$ cat src/ppfs_pkg.sv
package ppfs_pkg;
  // Timing
  localparam int PPFS_CLK_PERIOD_NS = 25;
  localparam int PPFS_RST_MIN_LOW_NS = 2500;
  localparam int PPFS_RST_MIN_CYC =
    (PPFS_RST_MIN_LOW_NS + PPFS_CLK_PERIOD_NS - 1) / PPFS_CLK_PERIOD_NS;
  localparam int PPFS_RST_CNT_W = 8;
  localparam logic [PPFS_RST_CNT_W-1:0] PPFS_RST_LAST = PPFS_RST_CNT_W'(PPFS_RST_MIN_CYC - 1);
  // Widths
  localparam int PPFS_ADDR_W = 8;
  localparam int PPFS_DATA_W = 32;
  localparam int PPFS_PORT_W = 8;
  localparam int PPFS_NUM_PORTS = 3;
  localparam logic [7:0] PPFS_MASK_FULL = 8'hFF;
  localparam logic [7:0] PPFS_MASK_SECOND = 8'h7F;
  // Port indices and special bits
  localparam logic [1:0] PPFS_PORT_FIRST = 2'h0;
  localparam logic [1:0] PPFS_PORT_SECOND = 2'h1;
  localparam logic [1:0] PPFS_PORT_THIRD = 2'h2;
  localparam int PPFS_OSC_IN_BIT = 6;
  localparam int PPFS_OSC_OUT_BIT = 7;
  localparam int PPFS_RST_PIN_BIT = 6;
  // Register map: one 16-byte slot per port, then control and status
  localparam int PPFS_SLOT_LSB = 4;
  localparam int PPFS_FIELD_LSB = 2;
  localparam logic [1:0] PPFS_FLD_DIR = 2'h0;
  localparam logic [1:0] PPFS_FLD_OUT = 2'h1;
  localparam logic [1:0] PPFS_FLD_PULL = 2'h2;
  localparam logic [1:0] PPFS_FLD_PIN = 2'h3;
  localparam logic [7:0] PPFS_OFF_CTRL = 8'h30;
  localparam logic [7:0] PPFS_OFF_STAT = 8'h34;
  localparam int PPFS_CTRL_ASYNC_BIT = 0;
  localparam int PPFS_STAT_FUSE_BIT = 0;
  localparam int PPFS_STAT_CLK_LSB = 1;
  localparam int PPFS_STAT_RSTREQ_BIT = 3;
  localparam int PPFS_STAT_TIMER_BIT = 4;
  // Bus answers
  localparam logic [1:0] PPFS_RESP_OKAY = 2'h0;
  localparam logic [1:0] PPFS_RESP_SLVERR = 2'h2;

  typedef enum logic [1:0] {
    PPFS_CLK_RC = 2'b00,
    PPFS_CLK_XTAL = 2'b01,
    PPFS_CLK_EXT = 2'b10,
    PPFS_CLK_RSVD = 2'b11
  } ppfs_clksrc_t;

  typedef enum logic {
    PPFS_WR_IDLE = 1'b0,
    PPFS_WR_RESP = 1'b1
  } ppfs_wr_state_t;

  typedef enum logic {
    PPFS_RD_IDLE = 1'b0,
    PPFS_RD_DATA = 1'b1
  } ppfs_rd_state_t;
endpackage

$ cat src/ppfs_rst_if.sv
`timescale 1ns/1ps
interface ppfs_rst_if;
  logic pin_level;
  logic func_en;
  logic req;
  modport filt (input pin_level, input func_en, output req);
  modport core (output pin_level, output func_en, input req);
endinterface

$ cat src/ppfs_rst_filter.sv
`timescale 1ns/1ps
module ppfs_rst_filter
  import ppfs_pkg::*;
(
  // Clock and reset
  input wire logic aclk,
  input wire logic aresetn,
  // Reset pin path
  ppfs_rst_if.filt rif
);
  logic [PPFS_RST_CNT_W-1:0] cnt_r;
  logic req_r;

  always_ff @(posedge aclk)
  begin
    if (!aresetn || !rif.func_en || rif.pin_level)
    begin
      cnt_r <= '0;
      req_r <= 1'b0;
    end
    else if (cnt_r == PPFS_RST_LAST)
      req_r <= 1'b1;
    else
      cnt_r <= cnt_r + 1'b1;
  end

  assign rif.req = req_r;
endmodule

$ cat src/ppfs_top.sv
// Decided for this implementation: register access over AXI4-Lite and the address map.
`timescale 1ns/1ps
module ppfs_top
  import ppfs_pkg::*;
(
  // Clock and reset
  input wire logic aclk,
  input wire logic aresetn,
  // AXI4-Lite write
  input wire logic [PPFS_ADDR_W-1:0] awaddr,
  input wire logic awvalid,
  output logic awready,
  input wire logic [PPFS_DATA_W-1:0] wdata,
  input wire logic [3:0] wstrb,
  input wire logic wvalid,
  output logic wready,
  output logic [1:0] bresp,
  output logic bvalid,
  input wire logic bready,
  // AXI4-Lite read
  input wire logic [PPFS_ADDR_W-1:0] araddr,
  input wire logic arvalid,
  output logic arready,
  output logic [PPFS_DATA_W-1:0] rdata,
  output logic [1:0] rresp,
  output logic rvalid,
  input wire logic rready,
  // Non-volatile options
  input wire logic reset_pin_disable_fuse,
  input wire logic [1:0] clock_select_fuse,
  // First port pins
  input wire logic [7:0] first_port_i,
  output logic [7:0] first_port_o,
  output logic [7:0] first_port_oe,
  output logic [7:0] first_port_pu,
  // Second port pins
  input wire logic [6:0] second_port_i,
  output logic [6:0] second_port_o,
  output logic [6:0] second_port_oe,
  output logic [6:0] second_port_pu,
  // Third port pins
  input wire logic [7:0] third_port_i,
  output logic [7:0] third_port_o,
  output logic [7:0] third_port_oe,
  output logic [7:0] third_port_pu,
  // Alternate functions
  output logic clk_circuit_in,
  output logic xtal_amp_en,
  output logic timer_osc_en,
  output logic timer_osc_in,
  output logic device_reset_req
);
  logic [7:0] dir_r [0:PPFS_NUM_PORTS-1];
  logic [7:0] out_r [0:PPFS_NUM_PORTS-1];
  logic [7:0] pull_r [0:PPFS_NUM_PORTS-1];
  logic [7:0] in_s1_r [0:PPFS_NUM_PORTS-1];
  logic [7:0] in_s2_r [0:PPFS_NUM_PORTS-1];
  logic [7:0] pin_oe_r [0:PPFS_NUM_PORTS-1];
  logic [7:0] pin_o_r [0:PPFS_NUM_PORTS-1];
  logic [7:0] pin_pu_r [0:PPFS_NUM_PORTS-1];
  logic [7:0] oe_nxt [0:PPFS_NUM_PORTS-1];
  logic [7:0] o_nxt [0:PPFS_NUM_PORTS-1];
  logic [7:0] pu_nxt [0:PPFS_NUM_PORTS-1];
  logic async_sel_r;
  logic fuse_lat_r;
  ppfs_clksrc_t clksel_r;
  logic rst_fn;
  logic xtal_mode;
  logic ext_mode;
  logic timer_mode;
  logic pins_rst_n;
  logic core_rst_n;
  logic dev_req_r;
  logic clk_in_r;
  logic xtal_en_r;
  logic timer_en_r;
  logic timer_in_r;
  ppfs_wr_state_t wr_state_r;
  ppfs_rd_state_t rd_state_r;
  logic aw_got_r;
  logic w_got_r;
  logic [PPFS_ADDR_W-1:0] aw_addr_r;
  logic [PPFS_DATA_W-1:0] w_data_r;
  logic w_lane0_r;
  logic do_write;
  logic [1:0] wr_port;
  logic awready_r;
  logic wready_r;
  logic bvalid_r;
  logic [1:0] bresp_r;
  logic arready_r;
  logic rvalid_r;
  logic [1:0] rresp_r;
  logic [PPFS_DATA_W-1:0] rdata_r;
  logic [PPFS_DATA_W-1:0] rd_nxt;
  logic rd_err_nxt;
  logic [1:0] rd_port;

  function automatic logic [1:0] port_of(input logic [PPFS_ADDR_W-1:0] a);
    port_of = a[PPFS_SLOT_LSB +: 2];
  endfunction

  function automatic logic [1:0] field_of(input logic [PPFS_ADDR_W-1:0] a);
    field_of = a[PPFS_FIELD_LSB +: 2];
  endfunction

  function automatic logic addr_hit(input logic [PPFS_ADDR_W-1:0] a);
    addr_hit = (a[1:0] == 2'h0) && (a <= PPFS_OFF_STAT);
  endfunction

  function automatic logic [7:0] port_mask(input logic [1:0] p);
    port_mask = (p == PPFS_PORT_SECOND) ? PPFS_MASK_SECOND : PPFS_MASK_FULL;
  endfunction

  ppfs_rst_if rif ();

  ppfs_rst_filter u_rst_filter (
    .aclk(aclk),
    .aresetn(aresetn),
    .rif(rif)
  );

  assign rst_fn = !fuse_lat_r;
  assign rif.pin_level = in_s2_r[PPFS_PORT_SECOND][PPFS_RST_PIN_BIT];
  assign rif.func_en = rst_fn;
  assign xtal_mode = (clksel_r == PPFS_CLK_XTAL);
  assign ext_mode = (clksel_r == PPFS_CLK_EXT);
  assign timer_mode = (clksel_r == PPFS_CLK_RC) && async_sel_r;
  // async pin release path, no clock needed
  assign pins_rst_n = aresetn &&
    (reset_pin_disable_fuse || second_port_i[PPFS_RST_PIN_BIT]);
  // filtered pin reset resets the device logic
  assign core_rst_n = aresetn && !dev_req_r;

  // Option bits caught while reset is held
  always_ff @(posedge aclk)
  begin
    if (!aresetn)
    begin
      fuse_lat_r <= reset_pin_disable_fuse;
      clksel_r <= ppfs_clksrc_t'(clock_select_fuse);
    end
  end

  // Two-stage pin input synchronisers
  always_ff @(posedge aclk)
  begin
    if (!aresetn)
    begin
      for (int p = 0; p < PPFS_NUM_PORTS; p++)
      begin
        in_s1_r[p] <= '0;
        in_s2_r[p] <= '0;
      end
    end
    else
    begin
      in_s1_r[PPFS_PORT_FIRST] <= first_port_i;
      in_s1_r[PPFS_PORT_SECOND] <= {1'b0, second_port_i};
      in_s1_r[PPFS_PORT_THIRD] <= third_port_i;
      for (int p = 0; p < PPFS_NUM_PORTS; p++)
        in_s2_r[p] <= in_s1_r[p];
    end
  end

  always_ff @(posedge aclk)
  begin
    if (!aresetn)
      dev_req_r <= 1'b0;
    else
      dev_req_r <= rif.req;
  end

  // Pin control with overrides applied
  always_comb
  begin
    for (int p = 0; p < PPFS_NUM_PORTS; p++)
    begin
      oe_nxt[p] = dir_r[p];
      o_nxt[p] = out_r[p];
      pu_nxt[p] = pull_r[p] & ~dir_r[p];
    end
    if (xtal_mode || ext_mode)
    begin
      oe_nxt[PPFS_PORT_FIRST][PPFS_OSC_IN_BIT] = 1'b0;
      o_nxt[PPFS_PORT_FIRST][PPFS_OSC_IN_BIT] = 1'b0;
      pu_nxt[PPFS_PORT_FIRST][PPFS_OSC_IN_BIT] = 1'b0;
    end
    if (xtal_mode)
    begin
      oe_nxt[PPFS_PORT_FIRST][PPFS_OSC_OUT_BIT] = 1'b1;
      o_nxt[PPFS_PORT_FIRST][PPFS_OSC_OUT_BIT] =
        !in_s2_r[PPFS_PORT_FIRST][PPFS_OSC_IN_BIT];
      pu_nxt[PPFS_PORT_FIRST][PPFS_OSC_OUT_BIT] = 1'b0;
    end
    // timer oscillator owns both top bits
    if (timer_mode)
    begin
      oe_nxt[PPFS_PORT_FIRST][PPFS_OSC_OUT_BIT -: 2] = 2'h0;
      o_nxt[PPFS_PORT_FIRST][PPFS_OSC_OUT_BIT -: 2] = 2'h0;
      pu_nxt[PPFS_PORT_FIRST][PPFS_OSC_OUT_BIT -: 2] = 2'h0;
    end
    if (rst_fn)
    begin
      oe_nxt[PPFS_PORT_SECOND][PPFS_RST_PIN_BIT] = 1'b0;
      o_nxt[PPFS_PORT_SECOND][PPFS_RST_PIN_BIT] = 1'b0;
      pu_nxt[PPFS_PORT_SECOND][PPFS_RST_PIN_BIT] = 1'b1;
    end
  end

  // pins float while aresetn is low or, with the fuse unprogrammed, the raw reset pin is low
  always_ff @(posedge aclk or negedge pins_rst_n)
  begin
    if (!pins_rst_n)
    begin
      for (int p = 0; p < PPFS_NUM_PORTS; p++)
      begin
        pin_oe_r[p] <= '0;
        pin_o_r[p] <= '0;
        pin_pu_r[p] <= '0;
      end
    end
    else
    begin
      for (int p = 0; p < PPFS_NUM_PORTS; p++)
      begin
        pin_oe_r[p] <= oe_nxt[p];
        pin_o_r[p] <= o_nxt[p];
        pin_pu_r[p] <= pu_nxt[p];
      end
    end
  end

  always_ff @(posedge aclk)
  begin
    if (!core_rst_n)
    begin
      clk_in_r <= 1'b0;
      xtal_en_r <= 1'b0;
      timer_en_r <= 1'b0;
      timer_in_r <= 1'b0;
    end
    else
    begin
      clk_in_r <= (xtal_mode || ext_mode) && in_s2_r[PPFS_PORT_FIRST][PPFS_OSC_IN_BIT];
      xtal_en_r <= xtal_mode;
      timer_en_r <= timer_mode;
      timer_in_r <= timer_mode && in_s2_r[PPFS_PORT_FIRST][PPFS_OSC_IN_BIT];
    end
  end

  assign do_write = (wr_state_r == PPFS_WR_IDLE) && aw_got_r && w_got_r;
  assign wr_port = port_of(aw_addr_r);

  // Port registers; per-bit storage
  always_ff @(posedge aclk)
  begin
    if (!core_rst_n)
    begin
      for (int p = 0; p < PPFS_NUM_PORTS; p++)
      begin
        dir_r[p] <= '0;
        out_r[p] <= '0;
        pull_r[p] <= '0;
      end
    end
    else if (do_write && w_lane0_r && addr_hit(aw_addr_r) && aw_addr_r < PPFS_OFF_CTRL)
    begin
      if (field_of(aw_addr_r) == PPFS_FLD_DIR)
        dir_r[wr_port] <= w_data_r[PPFS_PORT_W-1:0] & port_mask(wr_port);
      else if (field_of(aw_addr_r) == PPFS_FLD_OUT)
        out_r[wr_port] <= w_data_r[PPFS_PORT_W-1:0] & port_mask(wr_port);
      else if (field_of(aw_addr_r) == PPFS_FLD_PULL)
        pull_r[wr_port] <= w_data_r[PPFS_PORT_W-1:0] & port_mask(wr_port);
    end
  end

  always_ff @(posedge aclk)
  begin
    if (!core_rst_n)
      async_sel_r <= 1'b0;
    else if (do_write && w_lane0_r && aw_addr_r == PPFS_OFF_CTRL)
      async_sel_r <= w_data_r[PPFS_CTRL_ASYNC_BIT];
  end

  // Write channel handler
  always_ff @(posedge aclk)
  begin
    if (!core_rst_n)
    begin
      wr_state_r <= PPFS_WR_IDLE;
      aw_got_r <= 1'b0;
      w_got_r <= 1'b0;
      aw_addr_r <= '0;
      w_data_r <= '0;
      w_lane0_r <= 1'b0;
      awready_r <= 1'b0;
      wready_r <= 1'b0;
      bvalid_r <= 1'b0;
      bresp_r <= PPFS_RESP_OKAY;
    end
    else
    begin
      case (wr_state_r)
        PPFS_WR_IDLE:
        begin
          if (awvalid && awready_r)
          begin
            aw_got_r <= 1'b1;
            aw_addr_r <= awaddr;
            awready_r <= 1'b0;
          end
          else if (!aw_got_r)
            awready_r <= 1'b1;
          if (wvalid && wready_r)
          begin
            w_got_r <= 1'b1;
            w_data_r <= wdata;
            w_lane0_r <= wstrb[0];
            wready_r <= 1'b0;
          end
          else if (!w_got_r)
            wready_r <= 1'b1;
          if (aw_got_r && w_got_r)
          begin
            wr_state_r <= PPFS_WR_RESP;
            bvalid_r <= 1'b1;
            bresp_r <= addr_hit(aw_addr_r) ? PPFS_RESP_OKAY : PPFS_RESP_SLVERR;
          end
        end
        PPFS_WR_RESP:
        begin
          if (bready)
          begin
            wr_state_r <= PPFS_WR_IDLE;
            bvalid_r <= 1'b0;
            aw_got_r <= 1'b0;
            w_got_r <= 1'b0;
            awready_r <= 1'b1;
            wready_r <= 1'b1;
          end
        end
        default: wr_state_r <= PPFS_WR_IDLE;
      endcase
    end
  end

  // Read data selection
  always_comb
  begin
    rd_nxt = '0;
    rd_err_nxt = 1'b0;
    rd_port = port_of(araddr);
    if (!addr_hit(araddr))
      rd_err_nxt = 1'b1;
    else if (araddr == PPFS_OFF_CTRL)
      rd_nxt[PPFS_CTRL_ASYNC_BIT] = async_sel_r;
    else if (araddr == PPFS_OFF_STAT)
    begin
      rd_nxt[PPFS_STAT_FUSE_BIT] = fuse_lat_r;
      rd_nxt[PPFS_STAT_CLK_LSB +: 2] = clksel_r;
      rd_nxt[PPFS_STAT_RSTREQ_BIT] = dev_req_r;
      rd_nxt[PPFS_STAT_TIMER_BIT] = timer_mode;
    end
    else if (field_of(araddr) == PPFS_FLD_DIR)
      rd_nxt[PPFS_PORT_W-1:0] = dir_r[rd_port];
    else if (field_of(araddr) == PPFS_FLD_OUT)
      rd_nxt[PPFS_PORT_W-1:0] = out_r[rd_port];
    else if (field_of(araddr) == PPFS_FLD_PULL)
      rd_nxt[PPFS_PORT_W-1:0] = pull_r[rd_port];
    else
      rd_nxt[PPFS_PORT_W-1:0] = in_s2_r[rd_port] & port_mask(rd_port);
  end

  // Read channel handler
  always_ff @(posedge aclk)
  begin
    if (!core_rst_n)
    begin
      rd_state_r <= PPFS_RD_IDLE;
      arready_r <= 1'b0;
      rvalid_r <= 1'b0;
      rresp_r <= PPFS_RESP_OKAY;
      rdata_r <= '0;
    end
    else
    begin
      case (rd_state_r)
        PPFS_RD_IDLE:
        begin
          if (arvalid && arready_r)
          begin
            rd_state_r <= PPFS_RD_DATA;
            arready_r <= 1'b0;
            rvalid_r <= 1'b1;
            rdata_r <= rd_nxt;
            rresp_r <= rd_err_nxt ? PPFS_RESP_SLVERR : PPFS_RESP_OKAY;
          end
          else
            arready_r <= 1'b1;
        end
        PPFS_RD_DATA:
        begin
          if (rready)
          begin
            rd_state_r <= PPFS_RD_IDLE;
            rvalid_r <= 1'b0;
            arready_r <= 1'b1;
          end
        end
        default: rd_state_r <= PPFS_RD_IDLE;
      endcase
    end
  end

  assign awready = awready_r;
  assign wready = wready_r;
  assign bvalid = bvalid_r;
  assign bresp = bresp_r;
  assign arready = arready_r;
  assign rvalid = rvalid_r;
  assign rresp = rresp_r;
  assign rdata = rdata_r;
  assign first_port_oe = pin_oe_r[PPFS_PORT_FIRST];
  assign first_port_o = pin_o_r[PPFS_PORT_FIRST];
  assign first_port_pu = pin_pu_r[PPFS_PORT_FIRST];
  assign second_port_oe = pin_oe_r[PPFS_PORT_SECOND][6:0];
  assign second_port_o = pin_o_r[PPFS_PORT_SECOND][6:0];
  assign second_port_pu = pin_pu_r[PPFS_PORT_SECOND][6:0];
  assign third_port_oe = pin_oe_r[PPFS_PORT_THIRD];
  assign third_port_o = pin_o_r[PPFS_PORT_THIRD];
  assign third_port_pu = pin_pu_r[PPFS_PORT_THIRD];
  assign clk_circuit_in = clk_in_r;
  assign xtal_amp_en = xtal_en_r;
  assign timer_osc_en = timer_en_r;
  assign timer_osc_in = timer_in_r;
  assign device_reset_req = dev_req_r;
endmodule

$ cat config.mk
export PLATFORM = sky130hd
export DESIGN_NAME = ppfs_top
export DESIGN_NICKNAME = d
export VERILOG_FILES = /design/src/ppfs_pkg.sv /design/src/ppfs_rst_if.sv /design/src/ppfs_rst_filter.sv /design/src/ppfs_top.sv
export SDC_FILE = /design/constraint.sdc
export NUM_CORES = 1
export LEC_CHECK = 0
export BUFFER_PORTS_ARGS = -buffer_cell sky130_fd_sc_hd__buf_2
export CAP_MARGIN = 20
export CORE_AREA = 2 2 172 174
export DETAILED_ROUTE_END_ITERATION = 10
export DIE_AREA = 0 0 174 176
export SYNTH_ARGS = -nofsm -noshare
export SYNTH_HDL_FRONTEND = slang
export SYNTH_SLANG_ARGS = --single-unit
export TNS_END_PERCENT = 50
$ cat constraint.sdc
create_clock -name aclk -period 9.05 [get_ports aclk]
set_input_delay 0.905 -clock aclk [delete_from_list [all_inputs] [get_ports aclk]]
set_output_delay 0.905 -clock aclk [all_outputs]
set_load 0.01 [all_outputs]
* After elaboration in Yosys (flattened, before gate mapping)
Memory sizes are Yosys's and may differ from the RTL's. A register that Yosys moved wholly into a read port is not among the register bits.
Cells that the tools add are included.
** Operators by class
- Add/subtract/negate cells :: 1
- Magnitude comparators :: 3
- Equal/unequal tests :: 20
- Mux-type cells :: 83
- Bitwise gates (word level) :: 16
- Reduce and logical (&&, ||, !) cells :: 43
** Operator list (count)
- 8-bit 2-to-1 mux :: 15
- 1-bit 2-to-1 mux :: 48
- 8-bit AND :: 4
- 8-bit by 6-bit == test with 1-bit output (second input constant) :: 3
- 8-bit OR reduction :: 3
- 2-bit AND reduction :: 10
- 1-bit case mux with 2 select lines :: 9
- 1-bit logical AND :: 17
- 8-bit by 6-bit <= comparator with 1-bit output (second input constant) :: 2
- 2-bit 2-to-1 mux :: 8
- 8-bit inverter :: 2
- 2-bit by 1-bit == test with 1-bit output (second input constant) :: 5
- 2-bit logical NOT :: 5
- 8-bit by 1-bit adder with 8-bit output (second input constant) :: 1
- 8-bit by 7-bit == test with 1-bit output (second input constant) :: 1
- 8-bit by 6-bit < comparator with 1-bit output (second input constant) :: 1
- 7-bit AND :: 1
- 7-bit 2-to-1 mux :: 1
- 7-bit inverter :: 1
- 2-bit == test (second input constant) :: 3
- 2-bit by 1-bit inequality test with 1-bit output (second input constant) :: 3
- 2-bit inequality test (second input constant) :: 3
- 3-bit by 2-bit inequality test with 1-bit output (second input constant) :: 2
- 1-bit OR :: 6
- 5 further kinds :: 12
** Word-level totals
- Bits in registers :: 117
- RAM bits :: 120
- Output and inout port bits :: 115
- Memories :: 5
** Memories
- dir_r :: depth 3, bits a word 8, read ports 4, clocked after Yosys merged registers in 0, wr ports 3, RTL line ppfs_top.sv:53 : logic [7:0] dir_r [0:PPFS_NUM_PORTS-1];
- in_s1_r :: depth 3, bits a word 8, read ports 3, clocked after Yosys merged registers in 0, wr ports 3, RTL line ppfs_top.sv:56 : logic [7:0] in_s1_r [0:PPFS_NUM_PORTS-1];
- in_s2_r :: depth 3, bits a word 8, read ports 3, clocked after Yosys merged registers in 0, wr ports 3, RTL line ppfs_top.sv:57 : logic [7:0] in_s2_r [0:PPFS_NUM_PORTS-1];
- out_r :: depth 3, bits a word 8, read ports 4, clocked after Yosys merged registers in 1, wr ports 3, RTL line ppfs_top.sv:54 : logic [7:0] out_r [0:PPFS_NUM_PORTS-1];
- pull_r :: depth 3, bits a word 8, read ports 4, clocked after Yosys merged registers in 0, wr ports 3, RTL line ppfs_top.sv:55 : logic [7:0] pull_r [0:PPFS_NUM_PORTS-1];

* Logic depth before layout (Yosys ltp)
- Depth after elaboration :: 11
- Mapped depth :: 8
- Depth with buffers taken out :: 6

* Cells and area by module
From an unflattened synthesis, not the netlist that was laid out.
** Second synthesis, totals
- Cells, all modules :: 727
- Area total of the unflattened synthesis :: 9882.0 µm²
** Modules (own cells, without submodules)
- ppfs_top :: times used 1, cells an instance 684, area each 9457.8 µm², sequential area each 6311.1 µm²
- ppfs_rst_filter :: times used 1, cells an instance 43, area each 424.2 µm², sequential area each 180.2 µm²

* Least setup slack after synthesis
No wires, ideal clock.
- Kind :: input -> register
- Start point :: in aresetn
- End point :: mem pull_r[1][0] (enable)
- Setup time :: 0.384 ns
- Data arrival time :: 2.177 ns
- Required time :: 8.666 ns
- Path slack :: 6.489 ns
- Stages on the path :: 4
- Buffers on the path :: 0
- Path through :: and2b_2 > nand4_1 > or3_4 > o21ai_0
** RTL lines
- start, declared :: RTL line ppfs_top.sv:8 : input wire logic aresetn,
- end, declared :: RTL line ppfs_top.sv:55

==> out/metrics.yaml <==
status:
  status: "completed"
route:
  post_drt_via_cell_ratio: 4.502
  wl_mm: 23.20
  wl_per_cell_um: 17.52
  ant_nets: 0
  drtIter0Drc: 452
  drcViolationCount: 0
  drt-pass1-iter-count: 5
  vias: 5960
clock_tree:
  cts_hold_buffers: 0
  cts_buffers: 27
  cts_root_buffer: "clkbuf_16"
  tritoncts: "done"
  post_cts_resized: 0
  clock-sinks: 264
  clk_latency_ps: 540
  post_cts_buffers: 0
  clk_pin_slew_ps: 60
  cts_max_path_buffers: 3
  htree_levels: 1
finish:
  fin_nets: 1007
  num-fill-cells: 2757
  diodes: 0
  drive_above_1_share_pct: 24.36
  fin_cells: 1324
  final_area_um2: 11940
  area_growth_pct: 20.04
power_and_ir_drop:
  intPower_w: 0.001986
  p_comb_share_pct: 6.0
  switching_share_pct: 22.47
  p_switching_w: 0.0005757
  powerDensity_nw_per_um2: 214.6
  p_clk_share_pct: 42.7
  power_frac_seq_pct: 51.3
  ir_worst_vdd_uv: 150.2
  power.leakage_nw: 5.153
synthesis:
  yosys-top-cells-area: "edfxtp_1 (30%), dfxtp_1 (20%), dfrtp_1 (17%), and2_1 (7.9%), mux4_2 (5.0%)"
  synth.most_common_cell: "and2_1"
  synth_area_um2: 9945
  synth_top_area_cell: "edfxtp_1"
  synth_common_cells: "and2_1 (125), edfxtp_1 (98), dfxtp_1 (97)"
  synth-adder-area-share_pct: 0.3775
  synth_top_family_by_area: "simple AND/OR/NAND/NOR gates"
  synthXorXnorAreaFrac_pct: 0.5284
  ys.flop_type: "edfxtp_1"
  synth_edf_count: 98
  ys_warn_count: 0
  synth_cell_types: 59
  yosys.area_share.simple_pct: 16.18
  netlist_instances: 742
  synth.area.mux_share_pct: 8.115
  synth_top_area_share_pct: 29.59
  synth.avg_cell_area_um2: 13.40
  ys_seq_elements: 264
  synth-compound-area-share_pct: 4.265
  ys_seq_area_share_pct: 66.48
  async_flop_share_pct: 26.14
grt:
  grt_usage_pct: 14.85
  use_met2_pct: 24.37
  use_met3_pct: 2.562
  grt_busiest_layer: "met2"
  grt_max_degree: 70
  grt_util_met1_pct: 19.83
  grt_pass1_vias: 5805
  antenna_found_initial: 0
  grt_pass1_wl_mm: 34.20
  grt_overflow: 0
worst_setup_path:
  worstSetupPathType: "in2reg"
  max_stage_delay_ps: 520
  cpLargestDelayFamily: "simple AND/OR/NAND/NOR gates"
  cp.arrival_ps: 3320
  cp.required_ps: 9230
  rrSetupSlack_ps: 6470
  crit_path_end_kind: "flip-flop"
  worstPathBufferInverterCount: 1
  path_cells: "buf_2, and2b_2, nand4_1, or3_4, nor3b_4, nand2b_1"
  worst-path-max-fanout: 50
  cp-start-kind: "input port"
  crit_slowest_cell: "and2b_2"
placement:
  dp_hpwl_mm: 16.34
  portBuffers: 146
  dp_cells: 1272
  gp_congestion: 0.7926
  place_area_um2: 11050
timing:
  whs_ps: 382.8
  slew_headroom_pct: 35.46
  tns_ps: 0
  maxSlewViolCount: 0
  post-route-period-util_pct: 34.64
  worstMarginPinSlew_ps: 961.7
  fin_skew_ps: 13.68
  fmax_ghz: 0.3190
  setup-violations-final: 0
  hold_viol_final: 0
  rsz0062_at_grt: "no"
  period_needed_ps: 3135
die:
  die-area_um2: 30620
  ios: 200
  die_y_um: 176
  start_util_pct: 34.84
  core_area_um2: 28550
  dieWidth_um: 174
  rows: 62
job:
  maxCapViolCount: 0
hold_path:
  hold_path_class: "reg2reg"
==> placed cells by master, fill, tap and decap left out, types with 10 or more instances in the layout <==
master / n
nor2b_1: 24
a21oi_1: 17
nand2_1: 24
and2_1: 125
o21ai_0: 16
conb_1: 52
buf_2: 146
inv_1: 10
mux2i_1: 30
dfxtp_1: 97
mux4_2: 22
nor2_1: 52
dfrtp_1: 69
edfxtp_1: 98
clkbuf_16: 27
==> routing by layer <==
layer  up-vias  part of all wire (%)
li1       2861                     -
met1      2902                    44
met2       158                    48
met3        39                   4.9
met4         0                   2.7
met5         -                     0
==> cell type report <==
cell class              instances  area (um2)  share of cell area [%]
multi-input cells             461        3133                   26.24
repair buffers                155       798.3                   6.687
flip-flops and latches        264        6611                   55.38
clock inverters                 7       71.32                  0.5974
well taps                     384       480.5                   4.025
inverters                      10       37.54                  0.3144
clock buffers                  43       805.8                   6.750
==> final timing paths <==
path,from,endpoint,depth (start not counted)
hold / removal,out_r[2][4],third_port_o[4],0
hold reg to reg,out_r[2][4],third_port_o[4],0
setup / recovery,aresetn,pull_r[2][4],6
max in group asynchronous,aresetn,second_port_pu[2],4
setup reg to reg,device_reset_req,pull_r[2][4],5
min in group asynchronous,second_port_i[6],first_port_o[7],4
==> cell families (layout without fill, tap and decap cells) <==
family	count (synthesis)	in the layout
AOI/OAI and AO/OA	67	67
xor gates and xnor gates	6	6
adders and majority gates	3	3
buffers and inverters	68	215
DFF	264	264
muxes	53	53
other	1	52
and+or+nand+nor	280	280
==> flip-flops by register name, indices dropped and copies added (netlist names), 23 cells and up <==
name / flops
dir_r: 31
pull_r: 32
in_s1_r: 23
out_r: 32
in_s2_r: 23
==> per-stage QoR <==
step           utilization [%]  worst slack [ps]  total power (W)
3_5_place_dp             38.69              5340         0.001495
3_3_place_gp             38.69              5368         0.001493
4_1_cts                  41.76              5908         0.002590
5_1_grt                  41.82              5744         0.002651
2_1_floorplan                -              4055         0.001434
6_report                 41.82              5915         0.002561
==> power groups by stage <==
stage | clock network, W | registers [W] | logic, W
floorplan | 0 | 0.00133 | 0.000101
global placement | 0 | 0.00134 | 0.000154
detailed placement | 0 | 0.00134 | 0.000155
CTS | 0.00112 | 0.00132 | 0.000155
global route | 0.00116 | 0.00132 | 0.000169
finish | 0.00109 | 0.00131 | 0.000154
Note: power is estimated with default switching activity, not from simulation.
